File: src/include/bdfs_pkg.sv
/*
 * bdfs_pkg: constants shared by the bridge driver fault supervisor.
 * Assumes a single 10 MHz core clock; every time is converted to cycles here.
 */
`default_nettype none
package bdfs_pkg;
	localparam int CLK_PERIOD_NS = 100;
	localparam int PHASES = 3;
	localparam int PUMPS = 2;

	// minimum dead time, a least time: round up
	localparam int DEAD_MIN_NS = 50;
	localparam int DEAD_CYCLES = (DEAD_MIN_NS + CLK_PERIOD_NS - 1) / CLK_PERIOD_NS;

	// short-detect integration delay; integrator decays at 1/SC_DECAY_DIV of the rise rate
	localparam int SC_DELAY_NS = 12000;
	localparam int SC_CYCLES = SC_DELAY_NS / CLK_PERIOD_NS;
	localparam int SC_DECAY_DIV = 4;

	localparam int OC_BLANK_NS = 1500;
	localparam int OC_BLANK_CYCLES = OC_BLANK_NS / CLK_PERIOD_NS;

	localparam int UV_FILTER_NS = 1000;
	localparam int UV_FILTER_CYCLES = UV_FILTER_NS / CLK_PERIOD_NS;

	// overvoltage must persist at least this long: round up
	localparam int OV_FILTER_NS = 30000;
	localparam int OV_FILTER_CYCLES = (OV_FILTER_NS + CLK_PERIOD_NS - 1) / CLK_PERIOD_NS;

	// enable-low reset: clears at 2.0 us, never at or below 0.5 us
	localparam int ENABLE_RESET_NS = 2000;
	localparam int ENABLE_RESET_CYCLES = (ENABLE_RESET_NS + CLK_PERIOD_NS - 1) / CLK_PERIOD_NS;
	localparam int ENABLE_NORESET_NS = 500;
	localparam int ENABLE_NORESET_CYCLES = ENABLE_NORESET_NS / CLK_PERIOD_NS;

	// logic wake-up after sleep inhibit rises, longest time: round down
	localparam int WAKE_NS = 5000000;
	localparam int WAKE_CYCLES_DEF = WAKE_NS / CLK_PERIOD_NS;

	localparam logic [1:0] FC_UV = 2'h0;
	localparam logic [1:0] FC_OT_OV = 2'h1;
	localparam logic [1:0] FC_SC_OC = 2'h2;
	localparam logic [1:0] FC_OK = 2'h3;
endpackage
`default_nettype wire

File: src/include/bdfs_phase_if.sv
/*
 * bdfs_phase_if: signals between the supervisor and one half-bridge channel.
 * Assumes both ends share the core clock; no timing is carried here.
 */
`timescale 1ns/1ps
`default_nettype none
interface bdfs_phase_if;
	logic hs_cmd;
	logic ls_cmd;
	logic vds_hs_over;
	logic vds_ls_over;
	logic allow;
	logic sc_enable;
	logic hs_gate;
	logic ls_gate;
	logic short_trip;
	modport ctl(output hs_cmd, output ls_cmd, output vds_hs_over, output vds_ls_over, output allow,
		output sc_enable, input hs_gate, input ls_gate, input short_trip);
	modport bridge(input hs_cmd, input ls_cmd, input vds_hs_over, input vds_ls_over, input allow,
		input sc_enable, output hs_gate, output ls_gate, output short_trip);
endinterface
`default_nettype wire

File: src/hw/bdfs_filter.sv
/*
 * bdfs_filter: persistence filter; output rises once the input has been high
 * for CYCLES consecutive clocks and falls on the first low input.
 * Assumes a synchronous input and the released internal reset.
 */
`timescale 1ns/1ps
`default_nettype none
module bdfs_filter #(
	parameter int CYCLES = 10
) (
	input wire logic clk_in, // core clock
	input wire logic rst_n_in, // released reset
	input wire logic level_in, // raw condition
	output logic hit_out // filtered condition
);
	localparam int CW = $clog2(CYCLES + 1);
	logic [CW-1:0] cnt;

	always_ff @(posedge clk_in or negedge rst_n_in) begin
		if (!rst_n_in) begin
			cnt <= '0;
		end else if (!level_in) begin
			cnt <= '0;
		end else if (cnt != CW'(CYCLES)) begin
			cnt <= cnt + 1'b1;
		end
	end

	always_ff @(posedge clk_in or negedge rst_n_in) begin
		if (!rst_n_in) begin
			hit_out <= 1'b0;
		end else begin
			hit_out <= level_in & (hit_out | (cnt >= CW'(CYCLES - 1)));
		end
	end
endmodule
`default_nettype wire

File: src/hw/bdfs_half_bridge.sv
/*
 * bdfs_half_bridge: one half bridge: shoot-through lockout, dead time and the
 * shared short-detect integrator of its two switches.
 * Assumes allow/sc_enable from the supervisor and a one-cycle decay tick.
 */
`timescale 1ns/1ps
`default_nettype none
module bdfs_half_bridge import bdfs_pkg::*; #(
	parameter int DEAD = DEAD_CYCLES,
	parameter int TRIP = SC_CYCLES
) (
	input wire logic clk_in, // core clock
	input wire logic rst_n_in, // released reset
	input wire logic clear_in, // enable-pin reset of the integrator
	input wire logic decay_tick_in, // slow decay enable pulse
	bdfs_phase_if.bridge ph // channel signals
);
	localparam int DW = $clog2(DEAD + 1);
	localparam int IW = $clog2(TRIP + 1);
	logic [DW-1:0] off_cnt;
	logic [IW-1:0] integ;
	logic want_hs;
	logic want_ls;
	logic dead_done;
	logic short_seen;

	assign want_hs = ph.allow & ph.hs_cmd & ~ph.ls_cmd;
	assign want_ls = ph.allow & ph.ls_cmd & ~ph.hs_cmd;
	assign dead_done = (off_cnt == DW'(DEAD));

	// cycles since either gate was last seen on
	always_ff @(posedge clk_in or negedge rst_n_in) begin
		if (!rst_n_in) begin
			off_cnt <= '0;
		end else if (ph.hs_gate | ph.ls_gate) begin
			off_cnt <= '0;
		end else if (!dead_done) begin
			off_cnt <= off_cnt + 1'b1;
		end
	end

	// a gate turns on only after the opposite one has been off for the dead time
	always_ff @(posedge clk_in or negedge rst_n_in) begin
		if (!rst_n_in) begin
			ph.hs_gate <= 1'b0;
			ph.ls_gate <= 1'b0;
		end else begin
			ph.hs_gate <= want_hs & (ph.hs_gate | (~ph.ls_gate & dead_done));
			ph.ls_gate <= want_ls & (ph.ls_gate | (~ph.hs_gate & dead_done));
		end
	end

	// a gate is only on after its dead time, so gating by it delays monitoring
	assign short_seen = ph.sc_enable & ((ph.hs_gate & ph.vds_hs_over) | (ph.ls_gate & ph.vds_ls_over));

	always_ff @(posedge clk_in or negedge rst_n_in) begin
		if (!rst_n_in) begin
			integ <= '0;
		end else if (clear_in) begin
			integ <= '0;
		end else if (short_seen) begin
			if (integ != IW'(TRIP)) begin
				integ <= integ + 1'b1;
			end
		end else if (decay_tick_in && integ != '0) begin
			integ <= integ - 1'b1;
		end
	end

	assign ph.short_trip = (integ == IW'(TRIP));
endmodule
`default_nettype wire

File: src/hw/bdfs_top.sv
/*
 * bdfs_top: protection and diagnostic supervisor of a three-phase bridge
 * gate driver: gate command gating, latched and self-clearing faults, the
 * enable-pin reset, the host supply check, sleep/wake and the fault code.
 * Assumes all inputs are digital comparator results synchronous to MCLK_IN.
 */
// Functional notes
// - at least 50 ns, at most 200 ns dead time between half-bridge switches.
// - both commands on in one half bridge is ignored; never both gates on.
// - one shared short integrator per half bridge; rises on short, slowly decays.
// - short monitoring of a switch starts after its command and dead time.
// - short lasting about 12 us turns all switches off and latches the fault.
// - short-limit input at 5 V disables short protection, overcurrent warning unaffected.
// - overcurrent comparator passes 1.5 us blanking before raising its fault.
// - overcurrent only flags; clears when current drops or commutates to high side.
// - filtered pump undervoltage forces gates low and suspends short detection.
// - after undervoltage recovers, gates follow the commands again without reset.
// - filtered overvoltage turns off switches and pumps until enable-pin reset.
// - pump undervoltage caused by overvoltage is also shown on fault pins.
// - over-temperature raises a self-clearing warning; operation is unchanged.
// - host supply check armed by enable rising, active only while enable high.
// - supply check error disables outputs and latches until enable-pin reset.
// - fault pins: 00 UV/supply, 01 OT/OV, 10 short/OC, 11 no error.
// - both fault pins are always actively driven high or low.
// - faults never cause sleep; only sleep inhibit low does.
// - logic operational within 5 ms of sleep inhibit rising.
// - output stages disabled within 8 us of sleep inhibit falling.
// - enable low for 2.0 us clears latched faults and turns switches off.
// - enable low pulse up to 0.5 us does not clear latched faults.
// - while enable is low only undervoltage and over-temperature are shown.
// - fault priority: supply check, short, UV, OV, then OT and OC.
`timescale 1ns/1ps
`default_nettype none
module bdfs_top import bdfs_pkg::*; #(
	parameter int WAKE_CYCLES = WAKE_CYCLES_DEF
) (
	input wire logic MCLK_IN, // 10 MHz core clock
	input wire logic RST_N_IN, // power-on reset, active low
	input wire logic DRIVER_ENABLE_IN, // enable pin, high enables
	input wire logic SLEEP_INHIBIT_N_IN, // low puts the device to sleep
	input wire logic [PHASES-1:0] HIGH_SIDE_CMD_IN, // high-side gate commands
	input wire logic [PHASES-1:0] LOW_SIDE_CMD_IN, // low-side gate commands
	input wire logic [PHASES-1:0] HS_SHORT_DETECT_IN, // high-side drain-source above limit
	input wire logic [PHASES-1:0] LS_SHORT_DETECT_IN, // low-side drain-source above limit
	input wire logic SHORT_LIMIT_LEVEL_OFF_IN, // short limit level at 5 V
	input wire logic OVERCURRENT_CMP_IN, // shunt signal above threshold
	input wire logic OVERCURRENT_THRESHOLD_IN_GND_IN, // threshold tied to ground
	input wire logic [PUMPS-1:0] PUMP_BUFFER_CAP_UV_IN, // pump buffer below UV level
	input wire logic [1:0] SUPPLY_OV_IN, // supply / bridge drain sense overvoltage
	input wire logic OVERTEMP_IN, // junction above warning level
	input wire logic HOST_IO_SUPPLY_UV_IN, // host I/O supply too low
	input wire logic HOST_IO_SUPPLY_OV_IN, // host I/O supply too high
	output logic [PHASES-1:0] HIGH_SIDE_GATE_OUT, // high-side gate drive
	output logic [PHASES-1:0] LOW_SIDE_GATE_OUT, // low-side gate drive
	output logic [PUMPS-1:0] PUMP_ENABLE_OUT, // charge pump enables
	output logic LOGIC_READY_OUT, // awake and operational
	output logic FAULT_CODE_HI_OUT, // first fault code pin
	output logic FAULT_CODE_LO_OUT // second fault code pin
);
	localparam int WW = $clog2(WAKE_CYCLES + 1);
	localparam int EW = $clog2(ENABLE_RESET_CYCLES + 1);
	localparam int KW = $clog2(SC_DECAY_DIV);

	logic rst_meta;
	logic rst_n;
	logic [WW-1:0] wake_cnt;
	logic awake;
	logic enable_q;
	logic enable_rise;
	logic [EW-1:0] enable_low_cnt;
	logic latch_clear;
	logic vcc_armed;
	logic vcc_err;
	logic sc_lat;
	logic ov_lat;
	logic ov_f;
	logic [PUMPS-1:0] uv_f;
	logic uv_any;
	logic oc_f;
	logic oc_comm;
	logic oc_warn;
	logic gate_allow;
	logic [KW-1:0] decay_div;
	logic decay_tick;
	logic [PHASES-1:0] trip;
	logic [PHASES-1:0] hs_gate_q;
	logic [1:0] next_code;
	logic [1:0] code;

	// reset release through two flops
	always_ff @(posedge MCLK_IN or negedge RST_N_IN) begin
		if (!RST_N_IN) begin
			rst_meta <= 1'b0;
			rst_n <= 1'b0;
		end else begin
			rst_meta <= 1'b1;
			rst_n <= rst_meta;
		end
	end

	// wake-up counter; sleep only comes from the inhibit pin, never from a fault
	always_ff @(posedge MCLK_IN or negedge rst_n) begin
		if (!rst_n) begin
			wake_cnt <= '0;
		end else if (!SLEEP_INHIBIT_N_IN) begin
			wake_cnt <= '0;
		end else if (wake_cnt != WW'(WAKE_CYCLES)) begin
			wake_cnt <= wake_cnt + 1'b1;
		end
	end
	// inhibit low drops awake at once, well inside the disable time
	assign awake = SLEEP_INHIBIT_N_IN & (wake_cnt == WW'(WAKE_CYCLES));
	assign LOGIC_READY_OUT = awake;

	// enable-low timer: only a low of the full reset time clears latches
	always_ff @(posedge MCLK_IN or negedge rst_n) begin
		if (!rst_n) begin
			enable_q <= 1'b0;
			enable_low_cnt <= '0;
		end else begin
			enable_q <= DRIVER_ENABLE_IN;
			if (DRIVER_ENABLE_IN) begin
				enable_low_cnt <= '0;
			end else if (enable_low_cnt != EW'(ENABLE_RESET_CYCLES)) begin
				enable_low_cnt <= enable_low_cnt + 1'b1;
			end
		end
	end
	assign enable_rise = DRIVER_ENABLE_IN & ~enable_q;
	// clears on the last low sample of a full reset time; short pulses never get that far
	assign latch_clear = ~awake | (~DRIVER_ENABLE_IN & (enable_low_cnt >= EW'(ENABLE_RESET_CYCLES - 1))
		& (ENABLE_RESET_CYCLES > ENABLE_NORESET_CYCLES));

	// host supply check
	always_ff @(posedge MCLK_IN or negedge rst_n) begin
		if (!rst_n) begin
			vcc_armed <= 1'b0;
		end else begin
			vcc_armed <= awake & DRIVER_ENABLE_IN & (vcc_armed | enable_rise);
		end
	end
	always_ff @(posedge MCLK_IN or negedge rst_n) begin
		if (!rst_n) begin
			vcc_err <= 1'b0;
		end else begin
			// set wins over the enable-pin clear
			vcc_err <= (vcc_armed & DRIVER_ENABLE_IN & (HOST_IO_SUPPLY_UV_IN | HOST_IO_SUPPLY_OV_IN))
				| (vcc_err & ~latch_clear);
		end
	end

	// supply filters
	generate
		for (genvar p = 0; p < PUMPS; p++) begin : g_uv
			bdfs_filter #(.CYCLES(UV_FILTER_CYCLES)) u_uv (
				.clk_in(MCLK_IN),
				.rst_n_in(rst_n),
				.level_in(PUMP_BUFFER_CAP_UV_IN[p]),
				.hit_out(uv_f[p])
			);
		end
	endgenerate
	assign uv_any = |uv_f;

	bdfs_filter #(.CYCLES(OV_FILTER_CYCLES)) u_ov (
		.clk_in(MCLK_IN),
		.rst_n_in(rst_n),
		.level_in(|SUPPLY_OV_IN),
		.hit_out(ov_f)
	);

	always_ff @(posedge MCLK_IN or negedge rst_n) begin
		if (!rst_n) begin
			ov_lat <= 1'b0;
		end else begin
			ov_lat <= (awake & ov_f) | (ov_lat & ~latch_clear);
		end
	end

	always_ff @(posedge MCLK_IN or negedge rst_n) begin
		if (!rst_n) begin
			PUMP_ENABLE_OUT <= '0;
		end else begin
			PUMP_ENABLE_OUT <= {PUMPS{awake & ~ov_lat}};
		end
	end

	// gates follow commands while awake and enabled with no blocking fault present; UV is not latched
	assign gate_allow = awake & DRIVER_ENABLE_IN & ~sc_lat & ~ov_lat & ~vcc_err & ~uv_any;

	// slow decay rate for the short integrators
	always_ff @(posedge MCLK_IN or negedge rst_n) begin
		if (!rst_n) begin
			decay_div <= '0;
		end else begin
			decay_div <= decay_div + 1'b1;
		end
	end
	assign decay_tick = (decay_div == '0);

	generate
		for (genvar h = 0; h < PHASES; h++) begin : g_hb
			bdfs_phase_if ph ();
			assign ph.hs_cmd = HIGH_SIDE_CMD_IN[h];
			assign ph.ls_cmd = LOW_SIDE_CMD_IN[h];
			assign ph.vds_hs_over = HS_SHORT_DETECT_IN[h];
			assign ph.vds_ls_over = LS_SHORT_DETECT_IN[h];
			assign ph.allow = gate_allow;
			// UV suspends detection so a brown-out cannot latch a shutdown
			assign ph.sc_enable = ~SHORT_LIMIT_LEVEL_OFF_IN & ~uv_any;
			assign HIGH_SIDE_GATE_OUT[h] = ph.hs_gate;
			assign LOW_SIDE_GATE_OUT[h] = ph.ls_gate;
			assign trip[h] = ph.short_trip;
			bdfs_half_bridge u_hb (
				.clk_in(MCLK_IN),
				.rst_n_in(rst_n),
				.clear_in(latch_clear),
				.decay_tick_in(decay_tick),
				.ph(ph.bridge)
			);
		end
	endgenerate

	always_ff @(posedge MCLK_IN or negedge rst_n) begin
		if (!rst_n) begin
			sc_lat <= 1'b0;
		end else begin
			sc_lat <= (|trip) | (sc_lat & ~latch_clear);
		end
	end

	// overcurrent warning: blanking filter, then self-clearing flag
	bdfs_filter #(.CYCLES(OC_BLANK_CYCLES)) u_oc (
		.clk_in(MCLK_IN),
		.rst_n_in(rst_n),
		.level_in(OVERCURRENT_CMP_IN & ~OVERCURRENT_THRESHOLD_IN_GND_IN),
		.hit_out(oc_f)
	);

	always_ff @(posedge MCLK_IN or negedge rst_n) begin
		if (!rst_n) begin
			hs_gate_q <= '0;
			oc_comm <= 1'b0;
		end else begin
			hs_gate_q <= HIGH_SIDE_GATE_OUT;
			// commutation to a high side hides the warning until the comparator drops
			oc_comm <= oc_f & (oc_comm | (|(HIGH_SIDE_GATE_OUT & ~hs_gate_q)));
		end
	end
	assign oc_warn = oc_f & ~oc_comm;

	// fault code by priority; only UV and OT show while disabled
	always_comb begin
		next_code = FC_OK;
		if (!awake) begin
			next_code = FC_OK;
		end else if (DRIVER_ENABLE_IN && vcc_err) begin
			next_code = FC_UV;
		end else if (DRIVER_ENABLE_IN && sc_lat) begin
			next_code = FC_SC_OC;
		end else if (uv_any) begin
			// OV discharges the pumps, so its UV shows here too
			next_code = FC_UV;
		end else if (DRIVER_ENABLE_IN && ov_lat) begin
			next_code = FC_OT_OV;
		end else if (OVERTEMP_IN) begin
			next_code = FC_OT_OV;
		end else if (DRIVER_ENABLE_IN && oc_warn) begin
			next_code = FC_SC_OC;
		end
	end

	always_ff @(posedge MCLK_IN or negedge rst_n) begin
		if (!rst_n) begin
			code <= FC_OK;
		end else begin
			code <= next_code;
		end
	end
	// push-pull pins, always a definite level
	assign FAULT_CODE_HI_OUT = code[1];
	assign FAULT_CODE_LO_OUT = code[0];
endmodule
`default_nettype wire

File: config.mk
export PLATFORM = sky130hd
export DESIGN_NAME = bdfs_top
export DESIGN_NICKNAME = d
export VERILOG_FILES = /design/src/include/bdfs_pkg.sv /design/src/include/bdfs_phase_if.sv /design/src/hw/bdfs_filter.sv /design/src/hw/bdfs_half_bridge.sv /design/src/hw/bdfs_top.sv
export SDC_FILE = /design/constraint.sdc
export NUM_CORES = 1
export LEC_CHECK = 0
export BUFFER_PORTS_ARGS = -buffer_cell sky130_fd_sc_hd__buf_2
export CORE_MARGIN = 3
export CORE_UTILIZATION = 60
export CTS_BUF_LIST = sky130_fd_sc_hd__clkbuf_4
export DETAILED_ROUTE_END_ITERATION = 6
export GPL_TIMING_DRIVEN = 0
export PLACE_DENSITY = 0.79
export SETUP_SLACK_MARGIN = 0.15
export SLEW_MARGIN = 20
export SYNTH_ARGS = -nofsm -noshare
export SYNTH_HDL_FRONTEND = slang
export SYNTH_SLANG_ARGS = --single-unit
File: constraint.sdc
create_clock -name MCLK_IN -period 6.1 [get_ports MCLK_IN]
set_clock_uncertainty 0.05 [all_clocks]
set_input_delay 0.61 -clock MCLK_IN [delete_from_list [all_inputs] [get_ports MCLK_IN]]
set_output_delay 0.61 -clock MCLK_IN [all_outputs]
set_load 0.1 [all_outputs]
# Yosys cells after proc, flatten, opt, wreduce, memory -nomap -nowiden
# Cells that the tools add are included.
[word_totals]
regBits = 92
inputBits = 26
elab_cells = 240
out_inout_bits = 11
[classes]
order_cmp = 5
bitwise = 105
eq_ne = 21
muxes = 37
n_addsub = 16
reduce_logical = 22
[ops]
columns = ["cell", "count"]
rows = [
  ["2-to-1 mux 7 bit", 12],
  ["bitwise AND 1 bit", 57],
  ["2-to-1 mux 16 bit", 2],
  ["2-to-1 mux 4 bit", 6],
  ["NOT 1 bit", 23],
  ["bitwise OR 1 bit", 23],
  ["adder 7 x 1 -> 7 bit (second input constant)", 3],
  ["equality test 7 bit (second input constant)", 3],
  ["!= test 7 bit (second input constant)", 3],
  ["nonzero test 7 bit", 3],
  ["subtractor 7 x 1 -> 7 bit (second input constant)", 3],
  ["2-to-1 mux 9 bit", 2],
  ["adder 16 x 1 -> 16 bit (second input constant)", 1],
  ["equality test 16 bit (second input constant)", 1],
  ["!= test 16 bit (second input constant)", 1],
  ["adder 4 x 1 -> 4 bit (second input constant)", 3],
  [">= comparator 4 bit (second input constant)", 3],
  ["2-to-1 mux 2 bit", 6],
  ["!= test 4 bit (second input constant)", 3],
  ["2-to-1 mux 5 bit", 2],
  ["adder 9 x 1 -> 9 bit (second input constant)", 1],
  [">= comparator 9 bit (second input constant)", 1],
  ["!= test 3 bit (second input constant)", 3],
  ["!= test 9 bit (second input constant)", 1],
  ["17 further kinds", 40],
]

# Logic depth before layout (Yosys ltp)
# Gate-level depths: netlist of the first run.
[logic_depth]
word_depth = 10
ltp_mapped = 11
depth_no_buf = 10

# Cells and area by module
# Synthesis of the first run repeated with hierarchy kept, for this count alone.
[hier_totals]
cells_unflattened = 543
area_unflattened_um2 = 5469.0
[by_module_without_submodules]
columns = ["mod", "area_each_um2", "seq_area_each_um2", "cells_each", "n_inst"]
rows = [
  ["bdfs_top", 1853.0, 928.4, 179, 1],
  ["bdfs_half_bridge (g_hb[0].u_hb ...)", 739.5, 250.2, 76, 2],
  ["bdfs_half_bridge (g_hb[2].u_hb)", 754.5, 250.2, 78, 1],
  ["bdfs_filter (g_uv[0].u_uv ...)", 290.3, 125.1, 26, 2],
  ["bdfs_filter (u_ov)", 541.8, 250.2, 58, 1],
  ["bdfs_filter (u_oc)", 260.2, 125.1, 24, 1],
]

# Worst setup path before layout of the first run
# Ideal clock, no wire load.
[synth_path]
path_kind = "input-to-reg"
startpoint = "input port SHORT_LIMIT_LEVEL_OFF_IN"
endpoint = "register g_hb[1].u_hb.integ[6]"
t_arrival_ns = 2.327
n_path_buf = 0
required_ns = 5.929
setup_slack_ns = 3.602
cell_stages = 9
setup_time_ns = 0.121
cell_sequence = "nor3_1 nand2_1 ha_1 nor2b_1 o31a_1 o22ai_1 mux2i_1 xnor2_1 nor2_1"
[synth_via]
elab_chain_cells = 5
elab_cells_between_ends = 8
cone_classes = "1 x eq/ne; 2 x mux; 3 x bitwise; 2 x reduce/logical"
[synth_lines]
columns = ["item", "line", "source"]
rows = [
  ["start: declaration", "bdfs_top.sv:45", "input wire logic SHORT_LIMIT_LEVEL_OFF_IN,"],
  ["NOT 1 bit (*)", "bdfs_top.sv:210", "assign ph.sc_enable = ~SHORT_LIMIT_LEVEL_OFF_IN & ~uv_any;"],
  ["bitwise AND 1 bit (*)", "bdfs_top.sv:210", ""],
  ["bitwise AND 1 bit (*)", "bdfs_half_bridge.sv:54", "assign short_seen = ph.sc_enable & ((ph.hs_gate & ph.vds_hs_over) | (ph.ls_gate & ph.vds_ls_over));"],
  ["!= test 3 bit (no line), or another cell as far along", "--", ""],
  ["AND reduction 2 bit (no line) / 2-to-1 mux 7 bit (equally long branches)", "--", ""],
  ["end signal: assignment", "bdfs_half_bridge.sv:63", "integ <= integ + 1'b1;"],
  ["end signal: assignment", "bdfs_half_bridge.sv:66", "integ <= integ - 1'b1;"],
  ["end: declaration", "bdfs_half_bridge.sv:21", "logic [IW-1:0] integ;"],
]
# Mark *: on every way between the ends. The rest lies on a longest branch, timed or not.
# A chain may end at the register's enable or synchronous reset.

# Worst setup path in the final report of the first run
[layout_path]
startpoint = "register wake_cnt[0]"
endpoint = "output port LOGIC_READY_OUT"
[layout_via]
elab_chain_cells = 2
[layout_lines]
columns = ["item", "line", "source"]
rows = [
  ["start: declaration", "bdfs_top.sv:66", "logic [WW-1:0] wake_cnt;"],
  ["start signal: assignment", "bdfs_top.sv:108", "wake_cnt <= wake_cnt + 1'b1;"],
  ["equality test 16 bit", "bdfs_top.sv:112", "assign awake = SLEEP_INHIBIT_N_IN & (wake_cnt == WW'(WAKE_CYCLES));"],
  ["bitwise AND 1 bit", "bdfs_top.sv:112", ""],
  ["end: declaration", "bdfs_top.sv:56", "output logic LOGIC_READY_OUT,"],
]
# Every way passes these cells.

==> results of run 1 <==
==> synthesized netlist by cell type, types with 4 or more instances <==
master and count:
nand2_1 34, nor4_1 7, o22ai_1 5, and3_1 5, buf_4 8, xnor2_1 31
dfrtp_1 90, a21oi_1 25, o31a_1 5, and2_1 15, mux2i_1 18, nor2_1 56
inv_2 4, a211oi_1 5, xor2_1 7, or3_1 5, a21o_1 4, o21a_1 4
ha_1 32, nor4b_2 7, nor2b_1 9, inv_1 31, nor3_1 13, a21boi_0 6
o21ai_0 20, and4_1 4, nand3_1 21
==> power by group through the flow <==
stage | combinational, mW | clock [mW] | sequential, mW
6_report | 0.0803 | 0.374 | 0.658
5_1_grt | 0.0926 | 0.407 | 0.663
4_1_cts | 0.0811 | 0.386 | 0.657
3_5_place_dp | 0.0806 | 0 | 0.669
3_3_place_gp | 0.0654 | 0 | 0.673
2_1_floorplan | 0.0481 | 0 | 0.666
==> layer usage <==
layer  track usage (%)  vias to the layer above
met5                 0                        -
met4             6.709                        0
met3             3.357                       16
met2             35.60                       45
met1             27.33                     1833
li1                  -                     1858
==> stage by stage <==
stage               hold WS [ns]  utilization [%]  cell area (um2)
floorplan                 0.2644                -             5071
global placement          0.2894            67.51             5379
detailed placement        0.2644            67.90             5410
CTS                       0.2634            70.05             5582
global route              0.2655            70.05             5582
finish                    0.2556            70.05             5582
==> logic make-up after synthesis <==
family	after synthesis	synth area share (%)
other	1	0.07395
buffers and inverters	48	4.293
muxes	18	3.553
AOI/OAI and AO/OA	87	10.93
and+or+nand+nor	190	20.06
xor gates and xnor gates	38	6.563
adders and majority gates	35	9.080
DFF	92	45.45
==> worst max path at each step <==
| stage | from | endpoint | slack [ns] | depth (start not counted) |
|---|---|---|---|---|
| after detailed placement | SHORT_LIMIT_LEVEL_OFF_IN | g_hb[1].u_hb.integ[6] | 2.99 | 10 |
| after CTS | wake_cnt[0] | LOGIC_READY_OUT | 3.03 | 9 |
| after floorplan | rst_n | PUMP_ENABLE_OUT[0] | 3.30 | 0 |
| after global placement | rst_n | g_hb[1].u_hb.dead_done | 2.33 | 0 |
| after global routing | wake_cnt[0] | LOGIC_READY_OUT | 2.86 | 9 |
| final | wake_cnt[0] | LOGIC_READY_OUT | 3.09 | 9 |
==> sequential cells by signal, summed over array words and instances (netlist names), 2 cells and up <==
| name | cells |
|---|---|
| g_hb.u_hb.ph.ls_gate | 3 |
| u_oc.cnt | 4 |
| g_hb.u_hb.dead_done | 3 |
| g_hb.u_hb.integ | 21 |
| g_hb.u_hb.ph.hs_gate | 3 |
| enable_low_cnt | 5 |
| decay_div | 2 |
| hs_gate_q | 3 |
| code | 2 |
| u_ov.cnt | 9 |
| g_uv.u_uv.cnt | 8 |
| wake_cnt | 16 |
| g_uv.u_uv.hit_out | 2 |
==> cell type report <==
| class | instances | area [um2] | share of cell area [%] |
|---|---|---|---|
| multi-input combinational | 369 | 2549 | 45.66 |
| tap | 102 | 127.6 | 2.286 |
| clock inverter | 3 | 63.81 | 1.143 |
| sequential | 92 | 2308 | 41.36 |
| buffer | 12 | 77.57 | 1.390 |
| timing repair buffer | 38 | 217.7 | 3.900 |
| inverter | 36 | 140.1 | 2.511 |
| clock buffer | 13 | 97.59 | 1.748 |
==> timing repair <==
item / CTS / global route
endpoints found under the hold margin: 2 / 0
setup endpoints to repair: 0 / 0
resized for setup: 0 / 0
hold buffers: 1 / 0
==> flow_metrics.py, run 1 <==
metrics = {
    "timing": {
        "hold_viol": 0,
        "setup_slack_ns": 3.090,
        "slew_violations": 0,
        "max_freq_ghz": 0.3323,
        "setup_tns_ns": 0,
        "worstMarginPinSlew_ns": 0.6545,
        "min_period_over_period_pct": 49.34,
        "setup_viol": 0,
        "grt_setup_unrepaired": "false",
        "finalCriticalPeriod_ns": 3.010,
        "slew_headroom_pct": 56.21,
    },
    "setup_path": {
        "critPathMaxFanout": 5,
        "endpoint_kind": "output pin",
        "cp-start-kind": "flip-flop",
        "cpLargestDelayFamily": "buffers and inverters",
        "crit_arrival_ns": 2.35,
        "critPathRequiredTime_ns": 5.44,
        "r2r_slack_ns": 3.19,
        "crit_chain": "inv_1 > ha_1 > nand3_1 > nor4_1 > and3_1 > buf_4 > nand2_4 > clkinv_4 > buf_2",
        "rr_endpoint": "g_hb[1].u_hb.integ[6]",
        "slowest_stage": "dfrtp_1",
        "critical_path_class": "reg2out",
        "rr_worst_depth": 9,
        "slowest_delay_ns": 0.46,
        "crit_buf_inv": 4,
        "rr_startpoint": "g_uv[1].u_uv.hit_out",
    },
    "synthesis": {
        "ys_seq_area_share_pct": 45.45,
        "synthTopCellsByArea": "dfrtp_1 44%, ha_1 7.9%, xnor2_1 5.4%",
        "yosys_most_used_dff": "dfrtp_1",
        "synth_cell_types": 48,
        "netlist_area_mm2": 0.005071,
        "yosysTopAreaCell": "dfrtp_1",
        "ys_warn_count": 0,
        "synth_edf_count": 0,
        "syn-num-nets": 570,
        "syn_inst": 509,
        "ys_ff_latch": 92,
        "synth_top_area_share_pct": 44.41,
        "ys_async_sr_fraction_pct": 100.0,
        "syn_avg_cell_area_um2": 9.963,
    },
    "power": {
        "p_comb_share_pct": 7.2,
        "p_switching_mw": 0.2637,
        "ir_drop_v": 0.0001895,
        "switching_share_pct": 23.72,
        "p_seq_share_pct": 59.2,
        "clkPwrFrac_pct": 33.6,
        "powerDensity_mw_per_mm2": 199.2,
        "power.internal_mw": 0.8479,
        "power.leakage_nw": 2.533,
        "total_power_mw": 1.112,
    },
    "cts": {
        "cts_root_buffer": "clkbuf_4",
        "cts.path.max_buffers": 2,
        "numCtsBuffers": 9,
        "post_cts.repair.setup_buffers": 0,
        "cts.sinks": 92,
        "ctsHtreeMaxLevel": 3,
        "clock_latency_ns": 0.43,
        "cts_tree": "yes",
        "clk_pin_slew_worst_paths_ns": 0.14,
    },
    "detailed_routing": {
        "antenna_left": 0,
        "first_pass_iters": 4,
        "drt-initial-drc-count": 210,
        "vias_per_cell": 5.642,
        "met1Wirelength_um": 4371,
        "vias": 3752,
        "wl_met2_um": 4665,
        "drc_errors": 0,
        "routed_wl_um": 9440,
        "top_layer_used": "met4",
        "wl_per_cell_um": 14.20,
        "route.met3.wl_um": 228,
    },
    "floorplan": {
        "pin_count": 37,
        "coreArea_mm2": 0.007968,
        "fp.dieW_um": 97.94,
        "die_y_um": 97.94,
        "rows": 32,
        "die-area_mm2": 0.009591,
        "start_util_pct": 63.65,
    },
    "placed_design": {
        "port_buffers": 36,
        "routabilityCongestion": 0.7768,
        "post-dp-hpwl_um": 6934,
        "pre_cts_slack_ns": 2.994,
        "dp_cells": 648,
    },
    "grt": {
        "grt-ovfl-total": 0,
        "grt_pass1_vias": 3776,
        "antenna_found_initial": 0,
        "track_usage_pct": 20.87,
        "grt_max_degree": 56,
        "grt_pass1_wl_um": 16640,
    },
    "cells_and_area": {
        "drive_above_1_share_pct": 15.10,
        "fin_cells": 665,
        "final_common_cell": "dfrtp_1",
        "antenna_cells": 0,
        "final_cell_mix": "89 x dfrtp_1, 56 x nor2_1, 38 x buf_2, 34 x nand2_1, 32 x ha_1",
        "num-fill-cells": 613,
        "nNetsFinal": 619,
        "syn_to_final_growth_pct": 10.07,
    },
    "worst_hold_path": {
        "min_path_type": "reg2async",
    },
    "run": {
        "drv_cap": 0,
    },
    "run_status": {
        "status": "complete, no violations",
    },
}
Note: power is estimated with default switching activity, not from simulation.
==> run 2: changes to the inputs <==
--- a/config.mk
+++ b/config.mk
@@ -5,9 +5,10 @@
 export SDC_FILE = /design/constraint.sdc
 export NUM_CORES = 1
 export LEC_CHECK = 0
+export ABC_AREA = 1
 export BUFFER_PORTS_ARGS = -buffer_cell sky130_fd_sc_hd__buf_2
 export CORE_MARGIN = 3
-export CORE_UTILIZATION = 60
+export CORE_UTILIZATION = 57
 export CTS_BUF_LIST = sky130_fd_sc_hd__clkbuf_4
 export DETAILED_ROUTE_END_ITERATION = 6
 export GPL_TIMING_DRIVEN = 0
==> constraint.sdc (replaced) <==
create_clock -name MCLK_IN -period 2.6 [get_ports MCLK_IN]
set_clock_uncertainty 0.05 [all_clocks]
set_input_delay 0.26 -clock MCLK_IN [delete_from_list [all_inputs] [get_ports MCLK_IN]]
set_output_delay 0.26 -clock MCLK_IN [all_outputs]
set_load 0.1 [all_outputs]
==> run 2 against run 1 <==
  * Cell area is 11% higher
  * Worst setup slack lost 2.8 ns
  * Via count grew 28%
  * Worst hold slack worse by 0.21 ns
  * Area after synthesis is 10% higher
  * Critical path type unchanged
  * Critical endpoint unchanged
==> flow_metrics.py, run 2 <==
metrics = {
    "cts": {
        "cts.sinks": 92,
        "cts_root_buffer": "clkbuf_4",
        "clk_pin_slew_worst_paths_ns": 0.16,
        "clock_latency_ns": 0.45,
        "numCtsBuffers": 9,
        "post_cts.repair.setup_buffers": 0,
        "ctsHtreeMaxLevel": 3,
        "cts_tree": "yes",
        "cts.path.max_buffers": 2,
    },
    "power": {
        "powerDensity_mw_per_mm2": 408.8,
        "power.leakage_nw": 3.364,
        "p_comb_share_pct": 7.8,
        "switching_share_pct": 29.20,
        "clkPwrFrac_pct": 31.7,
        "power.internal_mw": 1.792,
        "p_seq_share_pct": 60.5,
        "ir_drop_v": 0.0003265,
        "p_switching_mw": 0.7390,
    },
    "placed_design": {
        "placedInstanceArea_mm2": 0.005962,
        "post-dp-hpwl_um": 8549,
        "routabilityCongestion": 0.8706,
        "port_buffers": 36,
    },
    "synthesis": {
        "synth.top_cells.by_count": "192 x nand2_1, 120 x inv_1, 90 x dfrtp_1",
        "synth.most_common_cell": "nand2_1",
        "syn-num-nets": 799,
        "synth_cell_types": 39,
        "syn_inst": 738,
        "synth_top_area_share_pct": 40.24,
        "ys_warn_count": 0,
        "synth_edf_count": 0,
        "syn_avg_cell_area_um2": 7.583,
        "yosysTopAreaCell": "dfrtp_1",
        "ys_seq_area_share_pct": 41.18,
        "synthTopCellsByArea": "dfrtp_1 40%, nand2_1 13%, inv_1 8.0%",
        "ys_async_sr_fraction_pct": 100.0,
        "yosys_most_used_dff": "dfrtp_1",
        "ys_ff_latch": 92,
        "netlist_area_mm2": 0.005597,
    },
    "timing": {
        "max_freq_ghz": 0.4397,
        "slew_violations": 0,
        "slew_headroom_pct": 56.33,
        "setup_viol": 0,
        "hold_viol": 0,
        "grt_setup_unrepaired": "false",
        "setup_tns_ns": 0,
        "worstMarginPinSlew_ns": 0.6550,
        "finalCriticalPeriod_ns": 2.274,
        "min_period_over_period_pct": 87.46,
    },
    "worst_hold_path": {
        "min_path_type": "in2reg",
        "min_from": "LOW_SIDE_CMD_IN[0]",
    },
    "detailed_routing": {
        "vias": 4799,
        "first_pass_iters": 5,
        "routed_wl_um": 11300,
        "wl_per_cell_um": 12.18,
        "vias_per_cell": 5.177,
        "drt-initial-drc-count": 273,
        "drc_errors": 0,
        "antenna_left": 0,
    },
    "setup_path": {
        "rr_endpoint": "g_hb[0].u_hb.integ[4]",
        "critical_path_class": "reg2out",
        "crit_start": "wake_cnt[0]",
        "cp-start-kind": "flip-flop",
        "r2r_slack_ns": 0.36,
        "rr_worst_depth": 12,
        "critPathRequiredTime_ns": 2.29,
        "critPathMaxFanout": 5,
        "rr_startpoint": "g_uv[1].u_uv.hit_out",
        "endpoint_kind": "output pin",
        "endpoint": "LOGIC_READY_OUT",
        "crit_arrival_ns": 1.96,
    },
    "cells_and_area": {
        "reg.largest.list": "g_hb.u_hb.integ x21, wake_cnt x16, u_ov.cnt x9",
        "largest_reg_flops": 21,
        "design_area_mm2": 0.006191,
        "final_cell_mix": "192 x nand2_1, 120 x inv_1, 89 x dfrtp_1, 62 x nor2_1, 57 x nand3_1",
        "largest_register": "g_hb.u_hb.integ",
        "drive_above_1_share_pct": 12.78,
        "nNetsFinal": 854,
        "final_common_cell": "nand2_1",
        "antenna_cells": 0,
        "syn_to_final_growth_pct": 10.62,
    },
    "grt": {
        "grt_max_degree": 52,
        "grt-ovfl-total": 0,
        "antenna_found_initial": 0,
        "grt_pass1_wl_um": 20690,
        "grt_pass1_vias": 4746,
        "track_usage_pct": 22.50,
    },
    "floorplan": {
        "die_y_um": 105.1,
        "die-area_mm2": 0.01104,
        "coreArea_mm2": 0.009371,
        "fp.dieW_um": 105.1,
        "rows": 35,
        "start_util_pct": 59.72,
        "pin_count": 37,
    },
    "run": {
        "drv_cap": 0,
    },
    "run_status": {
        "status": "complete, no violations",
    },
}
## run 2: cell types whose count changed after synthesis, sizes merged, moves of 7 or more
cell and change:
xnor2 -23, nor4b -7, o21ai +15, nor2 +13, nor2b -9, mux2i -18
nand4 +18, and2 -14, nor4 -7, nand3b +10, nand2 +163, nand3 +40
inv +87
## run 2: kinds of logic (layout without fill, tap and decap cells)
logic type | count (synthesis) | in the layout | share of synthesized area, %
other | 1 | 1 | 0.06700
and+or+nand+nor | 386 | 386 | 31.39
xor gates and xnor gates | 9 | 9 | 1.409
DFF | 92 | 92 | 41.18
adders and majority gates | 35 | 35 | 8.227
AOI/OAI and AO/OA | 80 | 80 | 7.825
buffers and inverters | 135 | 195 | 9.904
## run 2: area by class of cell
| class | count | area [um2] |
|---|---|---|
| fill | 839 | 3181 |
| timing repair buffer | 44 | 272.8 |
| multi-input combinational | 511 | 2750 |
| clock buffer | 9 | 67.56 |
| buffer | 13 | 96.34 |
| clock inverter | 7 | 76.32 |
| inverter | 122 | 457.9 |
| sequential | 92 | 2308 |
| tap | 129 | 161.4 |
## run 2: worst min path at each step
stage,endpoint,cells past startpoint
finish,g_hb[0].u_hb.ph.hs_gate,4
CTS,g_uv[0].u_uv.hit_out,2
global placement,rst_meta,1
floorplan,rst_meta,0
detailed placement,rst_meta,1
global route,rst_n,2
## run 2: routing by layer
layer | GRT usage, % | vias to the layer above | wire [um]
li1 | - | 2458 | -
met1 | 29.66 | 2239 | 5271
met2 | 37.81 | 83 | 5422
met3 | 4.200 | 19 | 402
met4 | 6.748 | 0 | 199
met5 | 0 | - | 0
## run 2: power groups by stage
stage | Sequential [mW] | Combinational, mW | Clock [mW]
3_5_place_dp | 1.56 | 0.190 | 0
4_1_cts | 1.53 | 0.194 | 0.817
5_1_grt | 1.54 | 0.232 | 0.889
3_3_place_gp | 1.56 | 0.164 | 0
2_1_floorplan | 1.55 | 0.124 | 0
6_report | 1.53 | 0.198 | 0.803
## run 2: repair_timing
action / CTS / global route
resized for setup: 0 / 5
endpoints found under the setup margin: 0 / 6
hold buffers: 3 / 4
endpoints found under the hold margin: 4 / 4
## run 2: metrics by stage
stage | setup slack, ns | hold slack, ns | util [%] | total power, mW | instances
after floorplan | 0.5788 | -0.08559 | - | 1.675 | 738
after detailed placement | 0.2698 | -0.001693 | 63.62 | 1.748 | 904
after global routing | 0.1421 | 0.004916 | 66.06 | 2.664 | 927
final | 0.3260 | 0.04176 | 66.06 | 2.531 | 927
after global placement | 0.3129 | -0.004516 | 63.38 | 1.728 | 903
after CTS | 0.2093 | 0.002229 | 65.47 | 2.544 | 923
## run 2: critical path, stage by stage, from the launching register on
cell and delay, ns:
dfrtp_1 0.45, inv_1 0.07, ha_1 0.14, nand3_1 0.08
nor2_2 0.19, nand3_4 0.13, inv_2 0.12, clkbuf_4 0.34
